### src/common/mer_consts.svh
// register offsets, field positions and counts of the motion engine regs
`ifndef MER_CONSTS_SVH
`define MER_CONSTS_SVH

// register indices; byte address on the bus is four times the index
`define MER_IDX_STATUS 8'hF0
`define MER_IDX_WINCFG 8'hF2
`define MER_IDX_RATE_LO 8'hF3
`define MER_IDX_RATE_HI 8'hF4
`define MER_IDX_AVG 8'hF5
`define MER_IDX_DEBTIME 8'hF6
`define MER_IDX_BATCH 8'hF7
`define MER_IDX_TRSENS 8'hF8
`define MER_IDX_NSSENS 8'hF9
`define MER_IDX_SIG_LO 8'hFA
`define MER_IDX_SIG_HI 8'hFB
`define MER_IDX_DC_LO 8'hFC
`define MER_IDX_DC_HI 8'hFD

// status register bit positions
`define MER_ST_REFRESH 4
`define MER_ST_NEWSMP 3
`define MER_ST_ORIGIN 2
`define MER_ST_NOISE 1
`define MER_ST_TRANS 0

// window configuration field positions
`define MER_WC_LOCK_HI 7
`define MER_WC_LOCK_LO 5
`define MER_WC_SIZE_HI 4
`define MER_WC_SIZE_LO 3
`define MER_WC_RATE_HI 2
`define MER_WC_RATE_LO 0

// limit recompute period: base plus step times update rate, in samples
`define MER_LIM_BASE 5'h04
`define MER_LIM_STEP 5'h02

// sensitivity registers keep bit 7 reserved at zero
`define MER_SENS_MASK 8'h7F

`endif

### src/common/mer_pkg.sv
// types shared by the motion engine register bank
package mer_pkg;
  // control-limit window size selections
  typedef enum logic [1:0] {
    MER_WIN_RSVD = 2'h0,
    MER_WIN_SMALL = 2'h1,
    MER_WIN_MEDIUM = 2'h2,
    MER_WIN_LARGE = 2'h3
  } mer_win_t;

  // apb phase tracking, gray coded along idle, setup, access
  typedef enum logic [1:0] {
    MER_PH_IDLE = 2'h0,
    MER_PH_SETUP = 2'h1,
    MER_PH_ACCESS = 2'h3
  } mer_phase_t;
endpackage

### src/design/mer_regs.sv
// apb register bank and sample bookkeeping of the motion engine
//
// Functional notes
// - advanced registers get no initial value
// - refresh bit at init triggers fast buffer refill
// - new sample sets new sample flag
// - motion event updates origin flag, read only
// - noise found sets noise flag
// - transient found sets transient flag
// - lock level field bits seven to five
// - window size field: small, medium, large; zero reserved
// - update rate field zero to seven samples
// - limits recomputed every four plus twice rate
// - process rate sixteen bit read only
// - averaging count register sets sample averaging
// - debounce time register sets debounce duration
// - batch mask sets out-of-window samples needed
// - transient and noise sensitivity thresholds
// - current sensor sample readable, sixteen bits
// - current dc level readable, sixteen bits
`timescale 1ns/1ps
`include "mer_consts.svh"

module mer_regs
  import mer_pkg::*;
#(
  parameter int ADDR_W = 12,
  parameter int SMP_W = 16
) (
  input wire logic mclk,
  input wire logic sys_rst,
  // apb slave
  input wire logic psel,
  input wire logic penable,
  input wire logic pwrite,
  input wire logic [ADDR_W-1:0] paddr,
  input wire logic [31:0] pwdata,
  input wire logic [3:0] pstrb,
  output logic [31:0] prdata,
  output logic pready,
  output logic pslverr,
  // engine side events and observations
  input wire logic engine_init_routine,
  input wire logic sample_valid,
  input wire logic [SMP_W-1:0] sample_value,
  input wire logic [SMP_W-1:0] dc_level,
  input wire logic [15:0] process_rate,
  input wire logic motion_event,
  input wire logic motion_extended,
  input wire logic noise_event,
  input wire logic transient_event,
  // configuration towards the engine
  output logic buffer_refill,
  output logic limit_update,
  output logic [2:0] lock_level,
  output mer_win_t window_size,
  output logic window_size_valid,
  output logic [2:0] update_rate,
  output logic [7:0] averaging_count,
  output logic [7:0] debounce_time,
  output logic [7:0] debounce_batch,
  output logic [6:0] transient_threshold,
  output logic [6:0] noise_threshold
);

  ////////////////////////////////////////////////////////////////////////
  // elaboration checks
  if (ADDR_W < 10 || ADDR_W > 32) begin : g_bad_addr
    $error("address width must be 10 to 32 bits");
  end
  if (SMP_W < 1 || SMP_W > 16) begin : g_bad_smp
    $error("sample width must be 1 to 16 bits");
  end

  ////////////////////////////////////////////////////////////////////////
  // helpers

  // index match: word aligned and index equal
  function automatic logic idx_hit(input logic [ADDR_W-1:0] a,
                                   input logic [7:0] idx);
    idx_hit = (a[1:0] == 2'h0) && (a[ADDR_W-1:2] == {{(ADDR_W-10){1'b0}}, idx});
  endfunction

  // limit period in samples for a given update rate
  function automatic logic [4:0] lim_period(input logic [2:0] r);
    lim_period = `MER_LIM_BASE + `MER_LIM_STEP * {2'h0, r};
  endfunction

  ////////////////////////////////////////////////////////////////////////
  // register storage (no reset on software visible values)
  logic [7:0] status_flags; // flag bits 4..0 live here, top bits zero
  logic [7:0] win_cfg; // lock level, window size, update rate
  logic [7:0] avg_cnt; // sample averaging count
  logic [7:0] deb_time; // motion debounce time
  logic [7:0] deb_batch; // debounce batch mask
  logic [6:0] tr_sens; // transient sensitivity
  logic [6:0] ns_sens; // noise sensitivity
  logic [SMP_W-1:0] sig_hold; // last sensor sample
  logic [4:0] smp_cnt; // samples since last limit update
  mer_phase_t phase; // bus phase seen by this slave

  ////////////////////////////////////////////////////////////////////////
  // bus decode
  wire setup_cyc = psel && !penable;
  // a write lands once, in the access cycle that follows its setup
  wire wr_take = psel && penable && pwrite && pready
                 && phase == MER_PH_SETUP;
  wire rd_setup = setup_cyc && !pwrite;
  wire hit_status = idx_hit(paddr, `MER_IDX_STATUS);
  wire hit_wincfg = idx_hit(paddr, `MER_IDX_WINCFG);
  wire hit_rate_lo = idx_hit(paddr, `MER_IDX_RATE_LO);
  wire hit_rate_hi = idx_hit(paddr, `MER_IDX_RATE_HI);
  wire hit_avg = idx_hit(paddr, `MER_IDX_AVG);
  wire hit_debtime = idx_hit(paddr, `MER_IDX_DEBTIME);
  wire hit_batch = idx_hit(paddr, `MER_IDX_BATCH);
  wire hit_trsens = idx_hit(paddr, `MER_IDX_TRSENS);
  wire hit_nssens = idx_hit(paddr, `MER_IDX_NSSENS);
  wire hit_sig_lo = idx_hit(paddr, `MER_IDX_SIG_LO);
  wire hit_sig_hi = idx_hit(paddr, `MER_IDX_SIG_HI);
  wire hit_dc_lo = idx_hit(paddr, `MER_IDX_DC_LO);
  wire hit_dc_hi = idx_hit(paddr, `MER_IDX_DC_HI);
  wire hit_ro = hit_rate_lo || hit_rate_hi || hit_sig_lo || hit_sig_hi
                || hit_dc_lo || hit_dc_hi;
  wire hit_rw = hit_status || hit_wincfg || hit_avg || hit_debtime
                || hit_batch || hit_trsens || hit_nssens;
  wire hit_any = hit_ro || hit_rw;
  // only the low byte lane carries register write data
  wire lane0 = pstrb[0];
  wire wr_en = wr_take && lane0;

  // zero extended 16-bit observation values
  wire [15:0] sig16 = {{(16-SMP_W){1'b0}}, sig_hold};
  wire [15:0] dc16 = {{(16-SMP_W){1'b0}}, dc_level};

  // read data mux, low byte or full half-word at the low index
  wire [31:0] rd_mux =
      hit_status ? {24'h0, status_flags} :
      hit_wincfg ? {24'h0, win_cfg} :
      hit_rate_lo ? {16'h0, process_rate} :
      hit_rate_hi ? {24'h0, process_rate[15:8]} :
      hit_avg ? {24'h0, avg_cnt} :
      hit_debtime ? {24'h0, deb_time} :
      hit_batch ? {24'h0, deb_batch} :
      hit_trsens ? {25'h0, tr_sens} :
      hit_nssens ? {25'h0, ns_sens} :
      hit_sig_lo ? {16'h0, sig16} :
      hit_sig_hi ? {24'h0, sig16[15:8]} :
      hit_dc_lo ? {16'h0, dc16} :
      hit_dc_hi ? {24'h0, dc16[15:8]} :
      32'h0;

  ////////////////////////////////////////////////////////////////////////
  // status flag next values: hardware set wins over software write
  wire wr_status = wr_en && hit_status;
  wire [7:0] wv = pwdata[7:0];
  wire next_refresh = wr_status ? wv[`MER_ST_REFRESH]
                                : status_flags[`MER_ST_REFRESH];
  wire next_newsmp = sample_valid ||
      (wr_status ? wv[`MER_ST_NEWSMP] : status_flags[`MER_ST_NEWSMP]);
  wire next_origin = motion_event ? motion_extended
                                  : status_flags[`MER_ST_ORIGIN];
  wire next_noise = noise_event ||
      (wr_status ? wv[`MER_ST_NOISE] : status_flags[`MER_ST_NOISE]);
  wire next_trans = transient_event ||
      (wr_status ? wv[`MER_ST_TRANS] : status_flags[`MER_ST_TRANS]);

  ////////////////////////////////////////////////////////////////////////
  // limit update timing
  wire [4:0] period = lim_period(update_rate);
  wire period_end = sample_valid && (smp_cnt >= period - 5'h01);
  wire refill_now = engine_init_routine && status_flags[`MER_ST_REFRESH];
  wire [4:0] next_smp_cnt = (refill_now || period_end) ? 5'h00
                          : sample_valid ? smp_cnt + 5'h01 : smp_cnt;

  ////////////////////////////////////////////////////////////////////////
  // software visible registers, deliberately not reset
  always_ff @(posedge mclk) begin
    status_flags <= {3'h0, next_refresh, next_newsmp, next_origin,
                     next_noise, next_trans};
    if (wr_en && hit_wincfg) begin
      win_cfg <= pwdata[7:0];
    end
    if (wr_en && hit_avg) begin
      avg_cnt <= pwdata[7:0];
    end
    if (wr_en && hit_debtime) begin
      deb_time <= pwdata[7:0];
    end
    if (wr_en && hit_batch) begin
      deb_batch <= pwdata[7:0];
    end
    if (wr_en && hit_trsens) begin
      tr_sens <= pwdata[6:0];
    end
    if (wr_en && hit_nssens) begin
      ns_sens <= pwdata[6:0];
    end
  end

  // sample capture from the engine
  always_ff @(posedge mclk) begin
    if (sample_valid) begin
      sig_hold <= sample_value;
    end
  end

  ////////////////////////////////////////////////////////////////////////
  // control state with reset
  always_ff @(posedge mclk) begin
    if (sys_rst) begin
      smp_cnt <= 5'h00;
      buffer_refill <= 1'b0;
      limit_update <= 1'b0;
    end else begin
      smp_cnt <= next_smp_cnt;
      buffer_refill <= refill_now;
      limit_update <= period_end && !refill_now;
    end
  end

  // bus phase tracking
  always_ff @(posedge mclk) begin
    if (sys_rst) begin
      phase <= MER_PH_IDLE;
    end else begin
      case (phase)
        MER_PH_IDLE: begin
          phase <= setup_cyc ? MER_PH_SETUP : MER_PH_IDLE;
        end
        MER_PH_SETUP: begin
          phase <= MER_PH_ACCESS;
        end
        MER_PH_ACCESS: begin
          phase <= setup_cyc ? MER_PH_SETUP : MER_PH_IDLE;
        end
        default: begin
          phase <= MER_PH_IDLE;
        end
      endcase
    end
  end

  // read data and error captured in the setup cycle, shown in access
  always_ff @(posedge mclk) begin
    if (sys_rst) begin
      prdata <= 32'h0;
      pslverr <= 1'b0;
    end else if (setup_cyc) begin
      prdata <= rd_setup ? rd_mux : 32'h0;
      pslverr <= !hit_any || (pwrite && hit_ro);
    end
  end

  // every access completes in its first access cycle
  assign pready = psel && penable;

  ////////////////////////////////////////////////////////////////////////
  // outputs towards the engine
  assign lock_level = win_cfg[`MER_WC_LOCK_HI:`MER_WC_LOCK_LO];
  assign window_size =
      mer_win_t'(win_cfg[`MER_WC_SIZE_HI:`MER_WC_SIZE_LO]);
  assign window_size_valid = window_size != MER_WIN_RSVD;
  assign update_rate = win_cfg[`MER_WC_RATE_HI:`MER_WC_RATE_LO];
  assign averaging_count = avg_cnt;
  assign debounce_time = deb_time;
  assign debounce_batch = deb_batch;
  assign transient_threshold = tr_sens;
  assign noise_threshold = ns_sens;

  ////////////////////////////////////////////////////////////////////////
  // assertions

  // the flags have no reset value: checks across cycles wait for them
  logic flags_known; // a status write has defined the software flags
  logic origin_known; // a motion event has defined the origin flag

  // helper state follows reset, unlike the flags that it guards
  always_ff @(posedge mclk) begin
    if (sys_rst) begin
      flags_known <= 1'b0;
      origin_known <= 1'b0;
    end else begin
      flags_known <= flags_known || wr_status;
      origin_known <= origin_known || motion_event;
    end
  end
endmodule

### config.mk
export PLATFORM = sky130hd
export DESIGN_NAME = mer_regs
export DESIGN_NICKNAME = d
export VERILOG_FILES = /design/src/common/mer_pkg.sv /design/src/design/mer_regs.sv
export VERILOG_INCLUDE_DIRS = /design/src /design/src/common
export SDC_FILE = /design/constraint.sdc
export NUM_CORES = 1
export LEC_CHECK = 0
export BUFFER_PORTS_ARGS = -buffer_cell sky130_fd_sc_hd__buf_4
export CAP_MARGIN = 20
export CELL_PAD_IN_SITES_DETAIL_PLACEMENT = 1
export CELL_PAD_IN_SITES_GLOBAL_PLACEMENT = 1
export CORE_ASPECT_RATIO = 0.7
export CORE_UTILIZATION = 40
export DETAILED_ROUTE_END_ITERATION = 12
export HOLD_SLACK_MARGIN = 0.15
export MAX_ROUTING_LAYER = met4
export PLACE_DENSITY_LB_ADDON = 0.1
export REMOVE_ABC_BUFFERS = 1
export SLEW_MARGIN = 20
export SYNTH_ARGS = -nofsm -noshare
export SYNTH_HDL_FRONTEND = slang
export SYNTH_SLANG_ARGS = --single-unit
### constraint.sdc
create_clock -name mclk -period 5.1 [get_ports mclk]
set_clock_uncertainty 0.15 [all_clocks]
set_input_delay 0.765 -clock mclk [delete_from_list [all_inputs] [get_ports mclk]]
set_output_delay 0.765 -clock mclk [all_outputs]
set_load 0.03 [all_outputs]
==> flow_metrics.py <==
metrics = {
    "sta": {
        "setup_viol": 0,
        "hold_ws_ns": 0.307,
        "hold_viol": 0,
        "timing.final.max_slew_violations": 0,
        "rsz0062_at_grt": "false",
        "fin_crit_ns": 3.03,
        "tightest_slew_ns": 0.906,
        "finalCritPeriodShare": 0.594,
        "slew_headroom": 0.394,
        "max_clock_freq_mhz": 330,
        "finalSetupTns_ns": 0,
    },
    "finish": {
        "layout-drive-gt1-share": 0.357,
        "multi_input_area_um2": 2160,
        "regArea_um2": 2500,
        "nets": 683,
        "layout_common_cells": "buf_4 (151), edfxtp_1 (64), o21ai_0 (36)",
        "area_delta_synth_final_pct": 30.6,
        "fillers": 1312,
        "diodes": 0,
        "layout_commonest_cell": "buf_4",
    },
    "critical_path": {
        "timing_worst_setup_path_type": "in2reg",
        "path_delay_family": "simple AND/OR/NAND/NOR gates",
        "cp_slowest_cell": "nor2_1",
        "cp-start-kind": "input pin",
        "cp_cell_sequence": "buf_4 -> nor3_1 -> nand2_1 -> or3_1 -> nor2_1",
        "cp_max_fo": 9,
        "path_buf_inv": 1,
        "worstPathArrival_ns": 2.86,
        "slowest_delay_ns": 0.71,
        "end_kind": "flop",
        "crit_required_ns": 4.93,
    },
    "drt": {
        "wl_um": 16400,
        "first_pass_iters": 5,
        "vias": 4215,
        "ant_nets": 0,
        "drc": 0,
        "wire_per_inst_um": 22.5,
        "drtIter0Drc": 201,
        "avgViaCountPerCell": 5.78,
    },
    "clock_network": {
        "htreeDepth": 3,
        "numCtsBuffers": 9,
        "clk_pin_slew_ns": 0.07,
        "cts.path.max_buffers": 2,
        "cts_sinks": 93,
        "clockRootBuffer": "clkbuf_16",
        "cts_resized": 0,
        "cts_hold_buf": 0,
        "tritoncts": "yes",
        "post_cts_buffers": 0,
        "clk_latency_ns": 0.35,
    },
    "grt": {
        "antenna_found_initial": 0,
        "grtUsageTotal": 0.279,
        "grt_pass1_vias": 4451,
        "grt_pass1_wl_um": 25100,
        "grt_max_degree": 45,
        "grt-ovfl-total": 0,
    },
    "worst_hold_path": {
        "hold_class": "reg2reg",
    },
    "yosys": {
        "synthCells": 427,
        "ys_types": 70,
        "async_flop_share": 0,
        "synth_warnings": 0,
        "yosysSeqAreaShare": 0.517,
        "synth_edf_count": 64,
        "syn_area_per_cell_um2": 11.3,
        "synth_seq_cells": 93,
        "syn_area_um2": 4840,
        "synth_top_flop_cell": "edfxtp_1",
    },
    "outcome": {
        "status": "complete, no violations",
    },
    "floorplan": {
        "num_rows": 33,
        "core_um2": 11800,
        "start_util": 0.412,
        "ios": 190,
        "die_h_um": 94.1,
        "dieArea_um2": 12600,
        "fp.dieW_um": 134,
    },
    "pwr": {
        "total_power_w": 0.00172,
        "vdd.ir_drop.worst_mv": 0.151,
        "p_per_area_nw_per_um2": 272,
        "p_leak_nw": 2.48,
    },
    "placed_design": {
        "io_buffers": 146,
        "hpwlAfterDp_um": 12200,
        "place_congestion": 0.829,
    },
    "run": {
        "drv_cap": 0,
    },
}
-- path summary, 6_finish.rpt --
path / startpoint / endpoint / slack, ns / cells past startpoint
hold reg to reg: pslverr / pslverr / 0.31 / 2
setup / recovery: paddr[1] / debounce_batch[4] / 2.07 / 5
setup reg to reg: phase[1] / debounce_batch[4] / 2.42 / 5
hold / removal: pslverr / pslverr / 0.31 / 2
-- tightest hold or removal path: stages (launching register included) --
cell and delay, ns:
dfxtp_1 0.31, nand2_1 0.05, a21oi_1 0.05
-- cell families (layout without fill, tap and decap cells) --
| group | after synthesis | in the layout | share of synthesized area |
|---|---|---|---|
| fa+ha+maj | 9 | 9 | 0.0233 |
| mux | 35 | 35 | 0.0772 |
| other cells | 1 | 16 | 0.000774 |
| simple gates | 112 | 112 | 0.138 |
| xor+xnor | 5 | 5 | 0.00904 |
| compound gates | 128 | 128 | 0.186 |
| buf+inv | 44 | 174 | 0.0493 |
| flops | 93 | 93 | 0.517 |
-- power breakdown --
part | switching (W) | total (W) | internal (W) | leakage [nW]
Combinational | 0.000107 | 0.000182 | 0.0000746 | 1.51
Sequential | 0.00000810 | 0.000828 | 0.000819 | 0.823
Clock | 0.000323 | 0.000715 | 0.000392 | 0.153
Total | 0.000438 | 0.00172 | 0.00129 | 2.48
-- flip-flops by register name, summed over array words and instances (netlist names), 2 cells and up --
register,count
transient_threshold,7
win_cfg,8
prdata,16
smp_cnt,5
sig16,16
status_flags,5
debounce_batch,8
noise_threshold,7
debounce_time,8
averaging_count,8
phase,2
-- cell usage after synthesis, types with 7 or more instances --
cell | count | area share
clkbuf_1 | 11 | 0.0085
dfxtp_1 | 29 | 0.12
a21oi_1 | 17 | 0.018
nand2_1 | 35 | 0.027
ha_1 | 9 | 0.023
a221oi_1 | 7 | 0.013
mux2_2 | 19 | 0.044
o21ai_0 | 36 | 0.037
buf_2 | 8 | 0.0083
a22oi_1 | 13 | 0.020
nor2_1 | 22 | 0.017
nor2b_1 | 8 | 0.010
edfxtp_1 | 64 | 0.40
buf_4 | 17 | 0.026
mux2i_1 | 16 | 0.033
-- layout make-up --
type,count,share of cell area
tap,157,0.0310
clock inverter,7,0.0134
sequential,93,0.395
timing repair buffer,151,0.179
inverter,7,0.00415
multi-input combinational,305,0.341
clock buffer,9,0.0356
-- through the flow --
step                      setup slack, ns  std cells  utilization  instance area, um^2
after global placement               1.83        713        0.511                 6020
final                                2.07        729        0.538                 6330
after detailed placement             1.74        713        0.511                 6020
after global routing                 1.94        729        0.538                 6330
after CTS                            2.09        729        0.538                 6330
after floorplan                      2.21        405            -                 4690
-- routing by layer --
layer | share of wire | up-vias | track usage
met2 | 0.49 | 181 | 0.466
met1 | 0.43 | 2117 | 0.343
met3 | 0.063 | 19 | 0.0566
li1 | - | 1898 | -
met5 | 0 | - | -
met4 | 0.016 | 0 | 0.0833
No activity file was read; power rests on OpenSTA's default activity.
